File: src/pkg/cils_pkg.sv
// Package with register numbers, field positions and reset values for the interrupt state block.
package cils_pkg;
  // ----------------------------------------
  // Register selects within register number 12
  // ----------------------------------------
  localparam logic [4:0] CILS_REG_NUM = 5'h0C;
  localparam logic [2:0] CILS_SEL_STATUS = 3'h0;
  localparam logic [2:0] CILS_SEL_INTERRUPT_VECTOR_CONTROL = 3'h1;
  localparam logic [2:0] CILS_SEL_SHADOW = 3'h2;
  localparam logic [2:0] CILS_SEL_MAP = 3'h3;
  // ----------------------------------------
  // Field positions
  // ----------------------------------------
  localparam int CILS_IE_BIT = 0;
  localparam int CILS_EXL_BIT = 1;
  localparam int CILS_ERL_BIT = 2;
  localparam int CILS_UM_BIT = 4;
  localparam int CILS_BEV_BIT = 22;
  localparam int CILS_VS_LO = 5;
  localparam int CILS_VS_HI = 9;
  localparam int CILS_CSS_LO = 0;
  localparam int CILS_PSS_LO = 6;
  localparam int CILS_ESS_LO = 12;
  localparam int CILS_EXT_CTRL_SHADOW_SET_LO = 18;
  localparam int CILS_HSS_LO = 26;
  // ----------------------------------------
  // Values
  // ----------------------------------------
  localparam logic [3:0] CILS_HSS_VALUE = 4'h3;
  localparam logic [4:0] CILS_VS_RESET = 5'h00;
  localparam logic [3:0] CILS_SET_RESET = 4'h0;
  localparam logic [31:0] CILS_MAP_RESET = 32'h0000_0000;
  localparam logic [31:0] CILS_BASE_RESET = 32'h0000_0000;
  localparam int CILS_SPACING_SHIFT = 5;
  localparam int CILS_SET_W = 4;
  typedef enum logic [1:0] {
    cils_src_ess,
    cils_src_eic,
    cils_src_map
  } cils_src_e;
endpackage

File: src/hw/cils_spacing.sv
// Vector address generator from spacing code and vector number.
`timescale 1ns/10ps
`default_nettype none
module cils_spacing
  import cils_pkg::*;
(
  input wire logic [4:0] vs,
  input wire logic [5:0] vector_num,
  input wire logic [31:0] base_addr,
  output logic [31:0] vector_addr
);
  // The offset is the vector number times the spacing code times 32, which is a shift when the code is one-hot.
  logic [31:0] offset;
  always_comb begin
    offset = 32'({vs, 5'h00}) * 32'(vector_num);
    vector_addr = base_addr + offset;
  end
endmodule
`default_nettype wire

File: src/hw/cils_set_select.sv
// Selects the new current shadow set on an exception or interrupt.
`timescale 1ns/10ps
`default_nettype none
module cils_set_select
  import cils_pkg::*;
(
  input wire logic is_interrupt,
  input wire logic vectored_intr_flag,
  input wire logic ext_ctrl_mode_flag,
  input wire logic [4:0] vs,
  input wire logic [3:0] exception_shadow_set,
  input wire logic [3:0] ext_ctrl_shadow_set,
  input wire logic [31:0] vector_shadow_map,
  input wire logic [5:0] vector_num,
  output logic [3:0] new_set
);
  cils_src_e src;
  always_comb begin
    if (!is_interrupt || !vectored_intr_flag || vs == CILS_VS_RESET) begin
      src = cils_src_ess;
    end else if (ext_ctrl_mode_flag) begin
      src = cils_src_eic;
    end else begin
      src = cils_src_map;
    end
    case (src)
      cils_src_eic: new_set = ext_ctrl_shadow_set;
      cils_src_map: new_set = vector_shadow_map[{vector_num[2:0], 2'b00} +: CILS_SET_W];
      default: new_set = exception_shadow_set;
    endcase
  end
endmodule
`default_nettype wire

File: src/hw/cils_ctrl.sv
// Exception level, interrupt enable, vector spacing and shadow set control state.
`timescale 1ns/10ps
`default_nettype none
// Functional notes
// - Any exception except hard reset, soft reset, NMI or cache error sets exception level.
// - Exception level one forces kernel mode and disables all interrupts.
// - Exception under exception level leaves return pc, delay flag, shadow control alone.
// - Status bit 0 is master enable for software and hardware interrupts.
// - Dedicated disable and enable instructions clear or set the master enable.
// - Spacing field bits 9 to 5 selects 0, 32, 64, 128, 256 or 512 bytes.
// - Interrupt control bits outside spacing field read as zero.
// - Exceptions and non-vectored interrupts load current set from exception set field.
// - Vectored interrupts in external controller mode take set from the controller.
// - Read-only highest-set field bits 29 to 26 reports implemented shadow sets.
// - External set field bits 21 to 18 loads per request and picks set.
// - Exception set field bits 15 to 12 picks set for non-vectored entries.
// - Entry copies current set to previous; return restores it when error level and boot vector clear.
// - No set update on error-level exceptions, debug entry, or under exception level/boot.
// - Reset, soft reset, NMI, cache error set error level; kernel, interrupts off.
module cils_ctrl
  import cils_pkg::*;
(
  input wire logic mclk,
  input wire logic srst,
  input wire logic reg_wr,
  input wire logic [4:0] reg_num,
  input wire logic [2:0] reg_sel,
  input wire logic [31:0] reg_wdata,
  output logic [31:0] reg_rdata,
  input wire logic exc_take,
  input wire logic exc_is_interrupt,
  input wire logic exc_sets_error,
  input wire logic exc_no_level,
  input wire logic debug_entry,
  input wire logic exception_return_instr,
  input wire logic intr_off_instruction,
  input wire logic intr_on_instruction,
  input wire logic vectored_intr_flag,
  input wire logic ext_ctrl_mode_flag,
  input wire logic [3:0] ext_ctrl_shadow_set,
  input wire logic [5:0] vector_num,
  input wire logic [31:0] vector_base,
  input wire logic debug_mode,
  output logic exception_level,
  output logic error_level,
  output logic interrupt_master_enable,
  output logic boot_vector_select,
  output logic kernel_mode,
  output logic intr_enabled,
  output logic save_context,
  output logic [4:0] vector_spacing,
  output logic [3:0] current_shadow_set,
  output logic [3:0] previous_shadow_set,
  output logic [31:0] vector_addr
);
  // ----------------------------------------
  // Decode and local state
  // ----------------------------------------
  logic user_mode;
  logic [3:0] exception_shadow_set;
  logic [3:0] eic_set;
  logic [31:0] vector_shadow_map;
  logic [3:0] next_css;
  logic [31:0] next_vaddr;
  logic wr_status;
  logic wr_interrupt_vector_control;
  logic wr_shadow;
  logic wr_map;
  logic entry_updates;
  logic next_exl;
  logic next_erl;
  logic next_um;

  always_comb begin
    wr_status = 1'b0;
    wr_interrupt_vector_control = 1'b0;
    wr_shadow = 1'b0;
    wr_map = 1'b0;
    if (reg_wr && reg_num == CILS_REG_NUM) begin
      if (reg_sel == CILS_SEL_STATUS) begin
        wr_status = 1'b1;
      end else if (reg_sel == CILS_SEL_INTERRUPT_VECTOR_CONTROL) begin
        wr_interrupt_vector_control = 1'b1;
      end else if (reg_sel == CILS_SEL_SHADOW) begin
        wr_shadow = 1'b1;
      end else if (reg_sel == CILS_SEL_MAP) begin
        wr_map = 1'b1;
      end
    end
  end

  // Set selection is only allowed from a clean state at entry.
  always_comb begin
    entry_updates = exc_take && !exc_sets_error && !debug_entry && !exception_level && !error_level
      && !boot_vector_select;
  end

  cils_set_select u_sel (
    .is_interrupt(exc_is_interrupt),
    .vectored_intr_flag(vectored_intr_flag),
    .ext_ctrl_mode_flag(ext_ctrl_mode_flag),
    .vs(vector_spacing),
    .exception_shadow_set(exception_shadow_set),
    .ext_ctrl_shadow_set(ext_ctrl_shadow_set),
    .vector_shadow_map(vector_shadow_map),
    .vector_num(vector_num),
    .new_set(next_css)
  );

  cils_spacing u_space (
    .vs(vector_spacing),
    .vector_num(vector_num),
    .base_addr(vector_base),
    .vector_addr(next_vaddr)
  );

  // ----------------------------------------
  // Status levels and enable
  // ----------------------------------------
  always_comb begin
    next_exl = exception_level;
    next_erl = error_level;
    next_um = user_mode;
    if (wr_status) begin
      next_exl = reg_wdata[CILS_EXL_BIT];
      next_erl = reg_wdata[CILS_ERL_BIT];
      next_um = reg_wdata[CILS_UM_BIT];
    end
    if (exception_return_instr) begin
      if (error_level) begin
        next_erl = 1'b0;
      end else begin
        next_exl = 1'b0;
      end
    end
    if (exc_take && !debug_entry) begin
      if (exc_sets_error) begin
        next_erl = 1'b1;
      end else if (!exc_no_level) begin
        next_exl = 1'b1;
      end
    end
  end

  always_ff @(posedge mclk) begin
    if (srst) begin
      exception_level <= 1'b0;
      error_level <= 1'b1;
      user_mode <= 1'b0;
      boot_vector_select <= 1'b1;
    end else begin
      exception_level <= next_exl;
      error_level <= next_erl;
      user_mode <= next_um;
      if (wr_status) begin
        boot_vector_select <= reg_wdata[CILS_BEV_BIT];
      end
    end
  end

  always_ff @(posedge mclk) begin
    if (srst) begin
      interrupt_master_enable <= 1'b0;
    end else if (intr_off_instruction) begin
      interrupt_master_enable <= 1'b0;
    end else if (intr_on_instruction) begin
      interrupt_master_enable <= 1'b1;
    end else if (wr_status) begin
      interrupt_master_enable <= reg_wdata[CILS_IE_BIT];
    end
  end

  // Derived mode flags are registered from the next levels so that they change in the same cycle as the levels.
  always_ff @(posedge mclk) begin
    if (srst) begin
      kernel_mode <= 1'b1;
      intr_enabled <= 1'b0;
      save_context <= 1'b0;
    end else begin
      kernel_mode <= !next_um || next_exl || next_erl;
      intr_enabled <= interrupt_master_enable && !next_exl && !next_erl && !debug_mode;
      save_context <= exc_take && !exception_level;
    end
  end

  // ----------------------------------------
  // Vector spacing and address
  // ----------------------------------------
  always_ff @(posedge mclk) begin
    if (srst) begin
      vector_spacing <= CILS_VS_RESET;
    end else if (wr_interrupt_vector_control) begin
      vector_spacing <= reg_wdata[CILS_VS_HI:CILS_VS_LO];
    end
  end

  always_ff @(posedge mclk) begin
    if (srst) begin
      vector_addr <= CILS_BASE_RESET;
    end else begin
      vector_addr <= next_vaddr;
    end
  end

  // ----------------------------------------
  // Shadow set control
  // ----------------------------------------
  always_ff @(posedge mclk) begin
    if (srst) begin
      eic_set <= CILS_SET_RESET;
    end else if (exc_take && exc_is_interrupt) begin
      eic_set <= ext_ctrl_shadow_set;
    end
  end

  // Software cannot write the current set directly; only through previous and a return.
  always_ff @(posedge mclk) begin
    if (srst) begin
      current_shadow_set <= CILS_SET_RESET;
      previous_shadow_set <= CILS_SET_RESET;
      exception_shadow_set <= CILS_SET_RESET;
    end else begin
      if (wr_shadow) begin
        exception_shadow_set <= reg_wdata[CILS_ESS_LO +: CILS_SET_W];
        previous_shadow_set <= reg_wdata[CILS_PSS_LO +: CILS_SET_W];
      end
      if (entry_updates) begin
        previous_shadow_set <= current_shadow_set;
        current_shadow_set <= next_css;
      end else if (exception_return_instr && !error_level && !boot_vector_select) begin
        current_shadow_set <= previous_shadow_set;
      end
    end
  end

  always_ff @(posedge mclk) begin
    if (srst) begin
      vector_shadow_map <= CILS_MAP_RESET;
    end else if (wr_map) begin
      vector_shadow_map <= reg_wdata;
    end
  end

  // ----------------------------------------
  // Read data
  // ----------------------------------------
  always_ff @(posedge mclk) begin
    if (srst) begin
      reg_rdata <= 32'h0000_0000;
    end else begin
      reg_rdata <= 32'h0000_0000;
      if (reg_num == CILS_REG_NUM) begin
        if (reg_sel == CILS_SEL_STATUS) begin
          reg_rdata[CILS_IE_BIT] <= interrupt_master_enable;
          reg_rdata[CILS_EXL_BIT] <= exception_level;
          reg_rdata[CILS_ERL_BIT] <= error_level;
          reg_rdata[CILS_UM_BIT] <= user_mode;
          reg_rdata[CILS_BEV_BIT] <= boot_vector_select;
        end else if (reg_sel == CILS_SEL_INTERRUPT_VECTOR_CONTROL) begin
          reg_rdata[CILS_VS_HI:CILS_VS_LO] <= vector_spacing;
        end else if (reg_sel == CILS_SEL_SHADOW) begin
          reg_rdata[CILS_HSS_LO +: CILS_SET_W] <= CILS_HSS_VALUE;
          reg_rdata[CILS_EXT_CTRL_SHADOW_SET_LO +: CILS_SET_W] <= eic_set;
          reg_rdata[CILS_ESS_LO +: CILS_SET_W] <= exception_shadow_set;
          reg_rdata[CILS_PSS_LO +: CILS_SET_W] <= previous_shadow_set;
          reg_rdata[CILS_CSS_LO +: CILS_SET_W] <= current_shadow_set;
        end else if (reg_sel == CILS_SEL_MAP) begin
          reg_rdata <= vector_shadow_map;
        end
      end
    end
  end
endmodule
`default_nettype wire

File: config.mk
export PLATFORM = sky130hd
export DESIGN_NAME = cils_ctrl
export DESIGN_NICKNAME = d
export VERILOG_FILES = /design/src/pkg/cils_pkg.sv /design/src/hw/cils_spacing.sv /design/src/hw/cils_set_select.sv /design/src/hw/cils_ctrl.sv
export SDC_FILE = /design/constraint.sdc
export NUM_CORES = 1
export LEC_CHECK = 0
export BUFFER_PORTS_ARGS = -buffer_cell sky130_fd_sc_hd__buf_2
export CAP_MARGIN = 40
export CORE_UTILIZATION = 47
export DETAILED_ROUTE_END_ITERATION = 10
export MAX_ROUTING_LAYER = met4
export PLACE_DENSITY = 0.86
export SLEW_MARGIN = 40
export SYNTH_ARGS = -nofsm -noshare
export SYNTH_HDL_FRONTEND = slang
export SYNTH_SLANG_ARGS = --single-unit
File: constraint.sdc
create_clock -name mclk -period 5.3 [get_ports mclk]
set_input_delay 0.795 -clock mclk [delete_from_list [all_inputs] [get_ports mclk]]
set_output_delay 0.795 -clock mclk [all_outputs]
set_load 0.005 [all_outputs]
### Word level (Yosys, flattened, before mapping)

Index checks and enable logic that the tools add are counted.

* add/subtract/negate cells: 1
* multipliers: 1
* equality and inequality tests: 6
* shift operators: 1
* mux-type cells: 51
* bitwise operators: 2
* reductions and logical operators: 39

Operators by type and width (count)
* adder 32 x 16 -> 32 bit: 1
* two-way mux 4 bit: 8
* indexed part select 32 x 6 -> 4 bit: 1
* two-way mux 1 bit: 31
* two-way mux 28 bit: 1
* logical AND 1 bit: 14
* two-way mux 13 bit: 1
* two-way mux 2 bit: 6
* zero test 1 bit: 11
* multiplier 5 x 6 -> 11 bit: 1
* two-way mux 5 bit: 2
* one-hot mux 4 bit (2 select lines): 1
* == test 3 x 2 -> 1 bit (second input constant): 2
* nonzero test 2 bit: 3
* OR reduction 6 bit: 1
* == test 5 x 4 -> 1 bit (second input constant): 1
* zero test 5 bit: 1
* logical OR 1 bit: 4
* OR reduction 2 bit: 2
* OR reduction 4 bit: 1
* == test 3 x 1 -> 1 bit (second input constant): 1
* zero test 3 bit: 1
* two-way mux 3 bit: 1
* OR reduction 3 bit: 1
* other kinds (3): 4

* register bits: 125
* input port bits: 96
* output and inout bits: 84
* logic and storage cells: 120

### Longest topological paths before layout

Gate-level depths: netlist of the first run.

* word-level depth: 13
* mapped depth: 20
* mapped depth without buffers: 18

### By module

From an unflattened synthesis of the first run, not the netlist that was laid out.

* cells, all modules: 759
* area total of the unflattened synthesis: 6894.1 µm²

Modules (own cells, without submodules)
* cils_ctrl: times used 1, cells each 438, area an instance 4307.9 µm², seq. area each 2502.4 µm²
* cils_spacing: times used 1, cells each 292, area an instance 2213.4 µm², seq. area each 0.0 µm²
* cils_set_select: times used 1, cells each 29, area an instance 372.9 µm², seq. area each 0.0 µm²

### Least setup slack after synthesis of the first run

No wires, ideal clock.

* path type: input to register
* from: in vector_num[1]
* to: reg vector_addr[18]
* library setup time: 0.070 ns
* arrival time: 5.328 ns
* required time: 5.230 ns
* setup slack: -0.099 ns
* stages on the path: 19
* path buffers: 2
* cell sequence: clkbuf_1 > nand2_1 > fa_1 > fa_1 > fa_1 > inv_1 > ha_1 > a21o_1 > a21oi_1 > o21ai_0 > nor2_1 > xnor2_1 > ha_1 > nand2_1 > o21ai_0 > a2111oi_4 > buf_4 > or4_1 > a21oi_1

* longest elaborated chain between the ends: 2

RTL lines
* start: declaration: RTL line cils_ctrl.sv:41 `input wire logic [5:0] vector_num,`
* multiplier 5 x 6 -> 11 bit: RTL line cils_spacing.sv:15 `offset = 32'({vs, 5'h00}) * 32'(vector_num);`
* adder 32 x 16 -> 32 bit: RTL line cils_spacing.sv:16 `vector_addr = base_addr + offset;`
* end signal: assignment: RTL line cils_ctrl.sv:201 `vector_addr <= next_vaddr;`
* end: declaration: RTL line cils_ctrl.sv:54 `output logic [31:0] vector_addr`

No other way between the ends.
A chain may end at the register's enable or synchronous reset.

### Final worst setup path of the first run

* from: in vector_num[1]
* to: reg vector_addr[28]

Same word-level chain as after synthesis.

==> run metrics, run 1 <==
total clock sinks 125; total setup violations reported at the end of the flow 0; Setup WS pre-CTS -0.181 ns; headroom to the max-slew limit 0.460; number of buffers created by CTS 17; core region area 12,800 um2; most frequent cells in the layout sky130_fd_sc_hd__buf_2 (179), sky130_fd_sc_hd__dfxtp_1 (125), sky130_fd_sc_hd__nand2_1 (105); number of antenna-violating nets in the routed design 0; deepest level of the CTS H-tree 4; outcome finished, final reports clean; final hold vios 0; Final Slew Violations 0; Highest Clock Rate 0.199 GHz; actual transition at the worst max-transition pin 0.811 ns; kind of path behind the tightest hold check flip-flop to flip-flop; starting density of the core 0.488; sequential element share of the synthesized area 0.401; net total in the final layout 1,016; number of global-route vias before repair 5,327; dominant combinational cell family by area after synthesis simple AND/OR/NAND/NOR gates; yosys synthesis warning count 0; placed instance area 7380 um2; Post-Synthesis Mean Instance Area 9.06 um2; Total Die Area 13,700 um2; routability cong. 0.879; GRT Residual Overflow 0; proportion of synthesized flip-flops having asynchronous set or reset 0; insertion delay to the later sink of the worst-skew pair 0.41 ns; die height 117 um; Data required, critical path 5.63 ns; Fin Clk Skew 0.00827 ns; number of cells in the design after placement 1,028; most common library cell in the layout ignoring fill and taps sky130_fd_sc_hd__buf_2; total of flip-flops plus latches after synthesis 125; routed wire length 16.9 mm; number of fill cells 1,066; relative contribution of the clock network to total power 0.502; synthesized-area fraction occupied by xor and xnor cells 0.0183; number of distinct library cell variants in the gate-level netlist after synthesis 59; start point of the worst min-delay path eic_set[3]; Routed WL per cell 15.8 um; worst-case setup margin in the final layout 0.265 ns; clock edge transition at the registers on the reported setup and hold paths 0.06 ns; count of unresolved DRC violations after routing 0; Via-to-Cell Ratio 5.45; setup fix buffers added after clock tree synthesis 0; global routing usage summed across all routing layers 0.258; number of max-cap violations 0; clock tree from TritonCTS done; first-pass GRT wire length 25.8 mm; number of primary I/O pins 180; area growth from synthesis to layout 28.0%; TNS Setup 0 ns; element type at the critical path start primary input; Setup crit end kind flip-flop; net count after synthesis 829; fraction of the mapped netlist area in simple logic gates 0.201; predominant post-synthesis flop cell sky130_fd_sc_hd__dfxtp_1; non-filler cells, final 1,065; net switching power 0.543 mW; largest driver fanout on the critical path 15; startpoint of the worst register-to-register path vector_spacing[4]; Bufs on Longest Clock Path 2; share of cells above drive strength 1 0.295; count of mapped cells out of synthesis 688; Worst VDD drop 0.000185 V; WP data arrival 5.37 ns; Final Cell Area 7980 um2; post-cts hold buffer count 0; relative contribution of combinational cells to total power 0.066; Sw Share 0.243; share of synthesized cell area in full adder, half adder and majority cells 0.106; fin crit share 0.950; share of cell area taken by muxes after synthesis 0.0973; row count 41; number of antenna violations at the first check in global routing 5; count of input and output buffers 179; post-synthesis cell area 6230 um2; via count 5,805; cell internal pwr 1.69 mW; EDFF count, synth 0; post-DP HPWL 12.1 mm; leakage power 3.67 nW; violation count after the first detailed-routing iteration 414; share of the synthesized area in compound gates (AO/OA/AOI/OAI) 0.140; final worst path period need 5.03 ns; Critical Path Start vector_num[1]; path type of the worst setup path primary input to flip-flop; maximum number of pins on one net before global-route repair 76; part of the power in registers 0.431; clk root buf sky130_fd_sc_hd__clkbuf_16; TritonRoute pass-1 iters 5; overall die width 117 um; P per Cell Area 280 nW/um2
through the flow:
step	utilization	power (mW)	hold slack, ns
after floorplan	-	1.05	0.434
final	0.625	2.23	0.461
after global routing	0.625	2.32	0.490
after global placement	0.578	1.13	0.444
after detailed placement	0.578	1.13	0.455
after CTS	0.623	2.24	0.463
registers in the layout, summed over array words and instances, names as in the netlist, 4 cells and up:
| signal | cells |
|---|---|
| vector_spacing | 5 |
| reg_rdata | 32 |
| exception_shadow_set | 4 |
| vector_addr | 32 |
| current_shadow_set | 4 |
| eic_set | 4 |
| vector_shadow_map | 32 |
| previous_shadow_set | 4 |
critical path, stage by stage:
cell and delay (ns):
sky130_fd_sc_hd__buf_2 0.16, sky130_fd_sc_hd__nand2_1 0.09, sky130_fd_sc_hd__fa_1 0.49, sky130_fd_sc_hd__fa_1 0.53
sky130_fd_sc_hd__fa_1 0.55, sky130_fd_sc_hd__inv_1 0.04, sky130_fd_sc_hd__ha_1 0.31, sky130_fd_sc_hd__a21o_1 0.18
sky130_fd_sc_hd__a21oi_1 0.17, sky130_fd_sc_hd__o21ai_0 0.14, sky130_fd_sc_hd__nor2_1 0.13, sky130_fd_sc_hd__xnor2_1 0.08
sky130_fd_sc_hd__ha_1 0.36, sky130_fd_sc_hd__nand4_1 0.15, sky130_fd_sc_hd__nor2_2 0.22, sky130_fd_sc_hd__a2111oi_4 0.09
sky130_fd_sc_hd__buf_4 0.20, sky130_fd_sc_hd__or4_1 0.50, sky130_fd_sc_hd__a21oi_1 0.16
repair_timing:
action | in CTS | in global routing
hold endpoints to repair | 0 | 0
resized for setup | 0 | 4
setup endpoints to repair | 0 | 15
Yosys cell counts (2+ instances only):
cell type                  count  area share
sky130_fd_sc_hd__nor2_1       52       0.031
sky130_fd_sc_hd__a21oi_1      65       0.052
sky130_fd_sc_hd__or2_2         2      0.0020
sky130_fd_sc_hd__mux2_2        5      0.0090
sky130_fd_sc_hd__a211oi_1      8      0.0096
sky130_fd_sc_hd__a21boi_0      2      0.0024
sky130_fd_sc_hd__nor2b_1      10       0.010
sky130_fd_sc_hd__buf_2         3      0.0024
sky130_fd_sc_hd__mux2i_1      37       0.059
sky130_fd_sc_hd__nand3_1       7      0.0056
sky130_fd_sc_hd__nand3b_1      2      0.0024
sky130_fd_sc_hd__nor4_1        2      0.0020
sky130_fd_sc_hd__o41ai_1       2      0.0028
sky130_fd_sc_hd__inv_1        22       0.013
sky130_fd_sc_hd__nand2_1     105       0.063
sky130_fd_sc_hd__clkbuf_1     29       0.017
sky130_fd_sc_hd__o21ai_1       2      0.0016
sky130_fd_sc_hd__o21ai_0      19       0.015
sky130_fd_sc_hd__o22ai_1       4      0.0040
sky130_fd_sc_hd__nor3_1       11      0.0088
sky130_fd_sc_hd__xnor2_1       6      0.0084
sky130_fd_sc_hd__or4_1        13       0.016
sky130_fd_sc_hd__a22o_1        2      0.0028
sky130_fd_sc_hd__nand4_1       6      0.0060
sky130_fd_sc_hd__fa_1         13       0.042
sky130_fd_sc_hd__o21bai_1      2      0.0024
sky130_fd_sc_hd__mux4_2        8       0.029
sky130_fd_sc_hd__or3_1         6      0.0060
sky130_fd_sc_hd__and2_1       29       0.029
sky130_fd_sc_hd__a22oi_1       8      0.0096
sky130_fd_sc_hd__a21o_1        4      0.0048
sky130_fd_sc_hd__dfxtp_1     125        0.40
sky130_fd_sc_hd__xor2_1        7      0.0098
sky130_fd_sc_hd__o31ai_1      13       0.016
sky130_fd_sc_hd__ha_1         32       0.064
sky130_fd_sc_hd__or3b_2        2      0.0028
per-layer routing:
| layer | GRT usage | wire length, um | vias to the layer above | part of all wire |
|---|---|---|---|---|
| met5 | - | 0 | - | 0 |
| met2 | 0.408 | 7990 | 242 | 0.47 |
| met1 | 0.311 | 7360 | 2728 | 0.44 |
| met4 | 0.104 | 379 | 0 | 0.022 |
| li1 | - | - | 2806 | - |
| met3 | 0.0716 | 1140 | 29 | 0.068 |
cell families (layout without fill, tap and decap cells):
logic type,Yosys count,after routing
compound gates,140,140
xor+xnor,13,13
fa+ha+maj,45,45
buf+inv,57,257
flops,125,125
mux,50,50
other cells,0,5
simple gates,258,258
power groups by stage:
stage,Sequential [mW],Combinational (mW),Clock (mW)
after floorplan,0.985,0.0612,0
after global placement,0.984,0.142,0
after detailed placement,0.983,0.145,0
after CTS,0.963,0.146,1.13
after global routing,0.965,0.163,1.19
final,0.963,0.148,1.12
worst paths after layout:
check	end	slack, ns	depth (start not counted)
hold / removal	eic_set[3]	0.46	2
setup reg to reg	vector_addr[28]	0.29	18
setup / recovery	vector_addr[28]	0.27	19
hold reg to reg	eic_set[3]	0.46	2
area by class of cell:
cell class,count,area (um2),share of cell area
diodes,5,12.5,0.00157
flip-flops and latches,125,2500,0.313
clock inverters,14,135,0.0169
clock buffers,18,439,0.0550
repair buffers,203,1080,0.135
multi-input cells,506,3520,0.441
inverters,22,82.6,0.0103
well taps,172,215,0.0270
No activity file was read; power rests on OpenSTA's default activity.
==> run 2: changes to the inputs <==
- CORE_UTILIZATION: 47 -> 49
- CTS_BUF_LIST: not set -> sky130_fd_sc_hd__clkbuf_8
- PLACE_DENSITY: 0.86 -> 0.89
==> run metrics, run 2 (synthesis gave the netlist of run 1 again) <==
Final Cell Area 7790 um2 (was 7980 um2); Highest Clock Rate 0.199 GHz (about the same); number of antenna-violating nets in the routed design 0 (unchanged); core region area 12,200 um2 (was 12,800 um2); clock edge transition at the registers on the reported setup and hold paths 0.07 ns (was 0.06 ns); routed wire length 16.5 mm (was 16.9 mm); cell internal pwr 1.51 mW (was 1.69 mW); Setup crit end kind flip-flop (unchanged); number of primary I/O pins 180 (unchanged); Total Die Area 13,200 um2 (was 13,700 um2); count of unresolved DRC violations after routing 0 (unchanged); relative contribution of combinational cells to total power 0.074 (was 0.066); part of the power in registers 0.488 (was 0.431); worst reg2reg path depth 19 (was 18); Sw Share 0.236 (was 0.243); placed instance area 7360 um2 (was 7380 um2); WHS Path Cells 2 (unchanged); Bufs on Longest Clock Path 2 (unchanged); via count 5,755 (was 5,805); die height 115 um (was 117 um); maximum cell stage delay along the critical path 0.54 ns (was 0.55 ns); number of buffers created by CTS 17 (unchanged); TritonRoute pass-1 iters 5 (unchanged); area growth from synthesis to layout 24.9% (was 28.0%); final worst path period need 5.02 ns (was 5.03 ns); total setup violations reported at the end of the flow 0 (unchanged); number of max-cap violations 0 (unchanged); post-layout total power 1.97 mW (was 2.23 mW); P per Cell Area 253 nW/um2 (was 280 nW/um2); largest driver fanout on the critical path 16 (was 15); number of antenna violations at the first check in global routing 2 (was 5); insertion delay to the later sink of the worst-skew pair 0.44 ns (was 0.41 ns); capture endpoint of the worst hold path eic_set[2] (was eic_set[3]); outcome finished, final reports clean (unchanged); Data required, critical path 5.67 ns (was 5.63 ns); starting density of the core 0.511 (was 0.488); GRT Residual Overflow 0 (unchanged); violation count after the first detailed-routing iteration 461 (was 414); start point of the worst min-delay path eic_set[2] (was eic_set[3]); Setup WS pre-CTS -0.231 ns (was -0.181 ns); Fin Clk Skew 0.0125 ns (was 0.00827 ns); WP data arrival 5.40 ns (was 5.37 ns); setup fix buffers added after clock tree synthesis 0 (unchanged); most common library cell in the layout ignoring fill and taps sky130_fd_sc_hd__buf_2 (unchanged); cell with the biggest individual delay on the critical path sky130_fd_sc_hd__fa_1 (unchanged); kind of path behind the tightest hold check flip-flop to flip-flop (unchanged); cells along the critical path buf_2, and2_1, fa_1, inv_1, fa_1, fa_1, inv_1, ha_1, nand2_1, o21ai_0, nor2_1, xnor2_1, ha_1, o211a_1, nor2b_1, a211oi_2, buf_4, or4_1, a21oi_1 (was buf_2, nand2_1, fa_1, fa_1, fa_1, inv_1, ha_1, a21o_1, a21oi_1, o21ai_0, nor2_1, xnor2_1, ha_1, nand4_1, nor2_2, a2111oi_4, buf_4, or4_1, a21oi_1); clk root buf sky130_fd_sc_hd__clkbuf_8 (was sky130_fd_sc_hd__clkbuf_16); post-cts hold buffer count 0 (unchanged); worst-case setup margin in the final layout 0.276 ns (was 0.265 ns); actual transition at the worst max-transition pin 0.732 ns (was 0.811 ns); Final Slew Violations 0 (unchanged); count of input and output buffers 179 (unchanged); relative contribution of the clock network to total power 0.438 (was 0.502); Worst VDD drop 0.000133 V (was 0.000185 V); headroom to the max-slew limit 0.510 (was 0.460); total clock sinks 125 (unchanged); clock tree from TritonCTS done (unchanged); endpoint of the worst register-to-register path vector_addr[27] (was vector_addr[28]); overall die width 115 um (was 117 um); first-pass GRT wire length 26.4 mm (was 25.8 mm); Critical Path Most Common Cell sky130_fd_sc_hd__fa_1 (unchanged); slack of the worst reg-to-reg path 0.30 ns (was 0.29 ns); path type of the worst setup path primary input to flip-flop (unchanged); final hold vios 0 (unchanged); leakage power 3.59 nW (was 3.67 nW); global routing usage summed across all routing layers 0.268 (was 0.258); row count 40 (was 41); element type at the critical path start primary input (unchanged); net switching power 0.465 mW (was 0.543 mW); final core area utilization 0.638 (was 0.625); share of cells above drive strength 1 0.288 (was 0.295); deepest level of the CTS H-tree 4 (unchanged); fin crit share 0.948 (was 0.950); number of global-route vias before repair 5,443 (was 5,327); post-DP HPWL 12.3 mm (was 12.1 mm); most frequent cells in the layout sky130_fd_sc_hd__buf_2 (179), sky130_fd_sc_hd__dfxtp_1 (124), sky130_fd_sc_hd__nand2_1 (105) (was sky130_fd_sc_hd__buf_2 (179), sky130_fd_sc_hd__dfxtp_1 (125), sky130_fd_sc_hd__nand2_1 (105)); startpoint of the worst register-to-register path vector_spacing[3] (was vector_spacing[4]); net total in the final layout 1,014 (was 1,016); maximum number of pins on one net before global-route repair 82 (was 76); routability cong. 0.840 (was 0.879); registers with the most flip-flops reg_rdata (32), vector_addr (32), vector_shadow_map (32) (unchanged); Routed WL per cell 15.6 um (was 15.8 um); Via-to-Cell Ratio 5.45 (about the same)
[run 2: routing by layer]
| layer | global-route usage | vias up | share of wire |
|---|---|---|---|
| met2 | 0.423 | 249 | 0.47 |
| met4 | 0.0900 | 0 | 0.014 |
| met3 | 0.0717 | 21 | 0.079 |
| li1 | - | 2783 | - |
| met5 | - | - | 0 |
| met1 | 0.334 | 2702 | 0.44 |
[run 2: metrics by stage]
| stage | instances | TNS (ns) | hold slack (ns) |
|---|---|---|---|
| after floorplan | 688 | 0 | 0.434 |
| after global placement | 1022 | -0.308 | 0.443 |
| after detailed placement | 1022 | -2.10 | 0.454 |
| after CTS | 1053 | 0 | 0.463 |
| after global routing | 1055 | -0.0133 | 0.484 |
| final | 1055 | 0 | 0.461 |
[run 2: worst max path at each step]
| stage | from | end | slack (ns) | cells after the start |
|---|---|---|---|---|
| 2_1_floorplan | vector_num[0] | vector_addr[18] | 0.003 | 19 |
| 3_3_place_gp | vector_num[0] | vector_addr[27] | -0.06 | 18 |
| 3_5_place_dp | vector_num[0] | vector_addr[27] | -0.23 | 18 |
| 4_1_cts | vector_spacing[2] | vector_addr[27] | 0.16 | 17 |
| 5_1_grt | vector_spacing[3] | vector_addr[31] | -0.01 | 19 |
| 6_report | vector_num[1] | vector_addr[27] | 0.28 | 19 |
[run 2: cell type report]
class                      count  area (um2)
antenna                        2        5.00
multi-input combinational    506        3510
clock buffer                  19         262
sequential                   125        2500
tap                          168         210
timing repair buffer         201        1060
fill                        1082        4420
inverter                      22        82.6
clock inverter                12         146
[run 2: repair_timing]
action,in CTS,in global routing
gates resized for setup,0,3
endpoints found under the setup margin,0,8
hold endpoints to repair,0,0
[run 2: power groups by stage]
| stage | registers (mW) | logic, mW | clock network, mW |
|---|---|---|---|
| after floorplan | 0.985 | 0.0612 | 0 |
| after global placement | 0.984 | 0.141 | 0 |
| after detailed placement | 0.984 | 0.144 | 0 |
| after CTS | 0.963 | 0.144 | 0.876 |
| after global routing | 0.964 | 0.161 | 0.921 |
| final | 0.962 | 0.146 | 0.862 |
[run 2: worst max-delay path, delay by kind of cell]
family	cells	cell delay, ns
compound gates	4	0.71
buf+inv	4	0.43
simple gates	5	1.07
fa+ha+maj	5	2.22
xor+xnor	1	0.16
==> run 3: changes to the inputs <==
- CORE_UTILIZATION: 49 -> 51
- CTS_CLUSTER_SIZE: not set -> 16
- clock period: 5.3 -> 5.7 ns (I/O delays scaled with it)
==> run metrics, run 3 (synthesis gave the netlist of run 1 again) <==
count of input and output buffers 179 (unchanged); routability cong. 0.830 (was 0.840); global routing usage summed across all routing layers 0.276 (was 0.268); row count 40 (unchanged); most frequent cells in the layout sky130_fd_sc_hd__buf_2 (179), sky130_fd_sc_hd__dfxtp_1 (125), sky130_fd_sc_hd__nand2_1 (105) (was sky130_fd_sc_hd__buf_2 (179), sky130_fd_sc_hd__dfxtp_1 (124), sky130_fd_sc_hd__nand2_1 (105)); number of cells in the design after placement 991 (was 1,022); maximum number of pins on one net before global-route repair 94 (was 82); first-pass GRT wire length 26.5 mm (was 26.4 mm); final worst path period need 5.26 ns; non-filler cells, final 1,026 (was 1,055); number of buffers created by CTS 17 (unchanged); number of fill cells 1,007 (was 1,082); clock tree from TritonCTS done (unchanged); headroom to the max-slew limit 0.478 (was 0.510); final core area utilization 0.640 (was 0.638); TritonRoute pass-1 iters 5 (unchanged); Fin Clk Skew 0.00871 ns (was 0.0125 ns); core region area 12,000 um2 (was 12,200 um2); largest driver fanout on the critical path 16 (unchanged); number of antenna violations at the first check in global routing 3 (was 2); area growth from synthesis to layout 22.8% (was 24.9%); number of max-cap violations 0 (unchanged); number of primary I/O pins 180 (unchanged); deepest level of the CTS H-tree 4 (unchanged); leakage power 3.51 nW (was 3.59 nW); count of unresolved DRC violations after routing 0 (unchanged); starting density of the core 0.521 (was 0.511); total setup violations reported at the end of the flow 0 (unchanged); Worst VDD drop 0.000150 V (was 0.000133 V); Via-to-Cell Ratio 5.69 (was 5.45); routed wire length 16.6 mm (was 16.5 mm); WP data arrival 5.62 ns (was 5.40 ns); violation count after the first detailed-routing iteration 545 (was 461); net total in the final layout 1,004 (was 1,014); worst hold margin 0.460 ns (was 0.461 ns); share of cells above drive strength 1 0.282 (was 0.288); placed instance area 7270 um2 (was 7360 um2); post-layout total power 1.77 mW (was 1.97 mW); path type of the worst setup path primary input to flip-flop (unchanged); GRT Residual Overflow 0 (unchanged); fin crit share 0.923; setup fix buffers added after clock tree synthesis 0 (unchanged); Routed WL per cell 16.2 um (was 15.6 um); Setup WS pre-CTS 0.0432 ns (was -0.231 ns); count of instances resized after the clock tree is built 0 (unchanged); P per Cell Area 230 nW/um2 (was 253 nW/um2); Setup crit end kind flip-flop (unchanged); TNS Setup 0 ns (unchanged); unrepaired setup endpoints after global routing false; element type at the critical path start primary input (unchanged); worst reg2reg path depth 19 (unchanged); actual transition at the worst max-transition pin 0.780 ns (was 0.732 ns); kind of path behind the tightest hold check flip-flop to flip-flop (unchanged); Highest Clock Rate 0.190 GHz; insertion delay to the later sink of the worst-skew pair 0.44 ns (about the same); number of global-route vias before repair 5,351 (was 5,443); total clock sinks 125 (unchanged); most common library cell in the layout ignoring fill and taps sky130_fd_sc_hd__buf_2 (unchanged); overall die width 113 um (was 115 um); final hold vios 0 (unchanged); worst-case setup margin in the final layout 0.441 ns (was 0.276 ns); Total Die Area 12,700 um2 (was 13,200 um2); WHS Path Cells 2 (unchanged); outcome finished, final reports clean (unchanged); post-cts hold buffer count 0 (unchanged); Final Cell Area 7660 um2 (was 7790 um2); number of antenna-violating nets in the routed design 0 (unchanged); registers with the most flip-flops reg_rdata (32), vector_addr (32), vector_shadow_map (32) (unchanged); Bufs on Longest Clock Path 2 (unchanged); die height 113 um (was 115 um); clk root buf sky130_fd_sc_hd__clkbuf_8 (unchanged); Final Slew Violations 0 (unchanged); via count 5,837 (was 5,755); Data required, critical path 6.06 ns (was 5.67 ns); clock edge transition at the registers on the reported setup and hold paths 0.08 ns (was 0.07 ns); post-DP HPWL 12.0 mm (was 12.3 mm)
run 3: worst max-delay path, stage by stage:
cell	delay (ns)
sky130_fd_sc_hd__buf_2	0.14
sky130_fd_sc_hd__and2_1	0.18
sky130_fd_sc_hd__fa_1	0.56
sky130_fd_sc_hd__inv_1	0.07
sky130_fd_sc_hd__fa_1	0.50
sky130_fd_sc_hd__fa_1	0.54
sky130_fd_sc_hd__inv_1	0.04
sky130_fd_sc_hd__ha_1	0.32
sky130_fd_sc_hd__a21oi_1	0.26
sky130_fd_sc_hd__o21ai_0	0.18
sky130_fd_sc_hd__nor2_1	0.14
sky130_fd_sc_hd__xnor2_1	0.08
sky130_fd_sc_hd__ha_1	0.37
sky130_fd_sc_hd__nand2_1	0.07
sky130_fd_sc_hd__o21ai_0	0.34
sky130_fd_sc_hd__a2111oi_4	0.09
sky130_fd_sc_hd__buf_4	0.20
sky130_fd_sc_hd__or4_1	0.51
sky130_fd_sc_hd__a21oi_1	0.16
run 3: metal layers:
| layer | track usage | wire length, um |
|---|---|---|
| met5 | - | 0 |
| met2 | 0.409 | 7660 |
| met3 | 0.0761 | 1510 |
| met1 | 0.350 | 7010 |
| met4 | 0.129 | 429 |
run 3: worst paths after layout:
kind | startpoint | endpoint | slack [ns]
worst min register to register | eic_set[2] | eic_set[2] | 0.46
worst max register to register | vector_spacing[3] | vector_addr[26] | 0.51
worst max-delay path | vector_num[1] | vector_addr[26] | 0.44
worst min-delay path | eic_set[2] | eic_set[2] | 0.46
run 3: power by group:
part           switching, mW  leakage (nW)  internal [mW]
logic                 0.0741          2.30         0.0592
registers            0.00611          1.02          0.888
clock network          0.368         0.195          0.369
run 3: layout make-up:
type / count / area (um2) / area share
Clock buffer: 19 / 262 / 0.0341
Antenna cell: 3 / 7.51 / 0.000980
Clock inverter: 13 / 119 / 0.0155
Sequential cell: 125 / 2500 / 0.327
Tap cell: 147 / 184 / 0.0240
Multi-Input combinational cell: 506 / 3510 / 0.459
Timing Repair Buffer: 191 / 990 / 0.129
Inverter: 22 / 82.6 / 0.0108
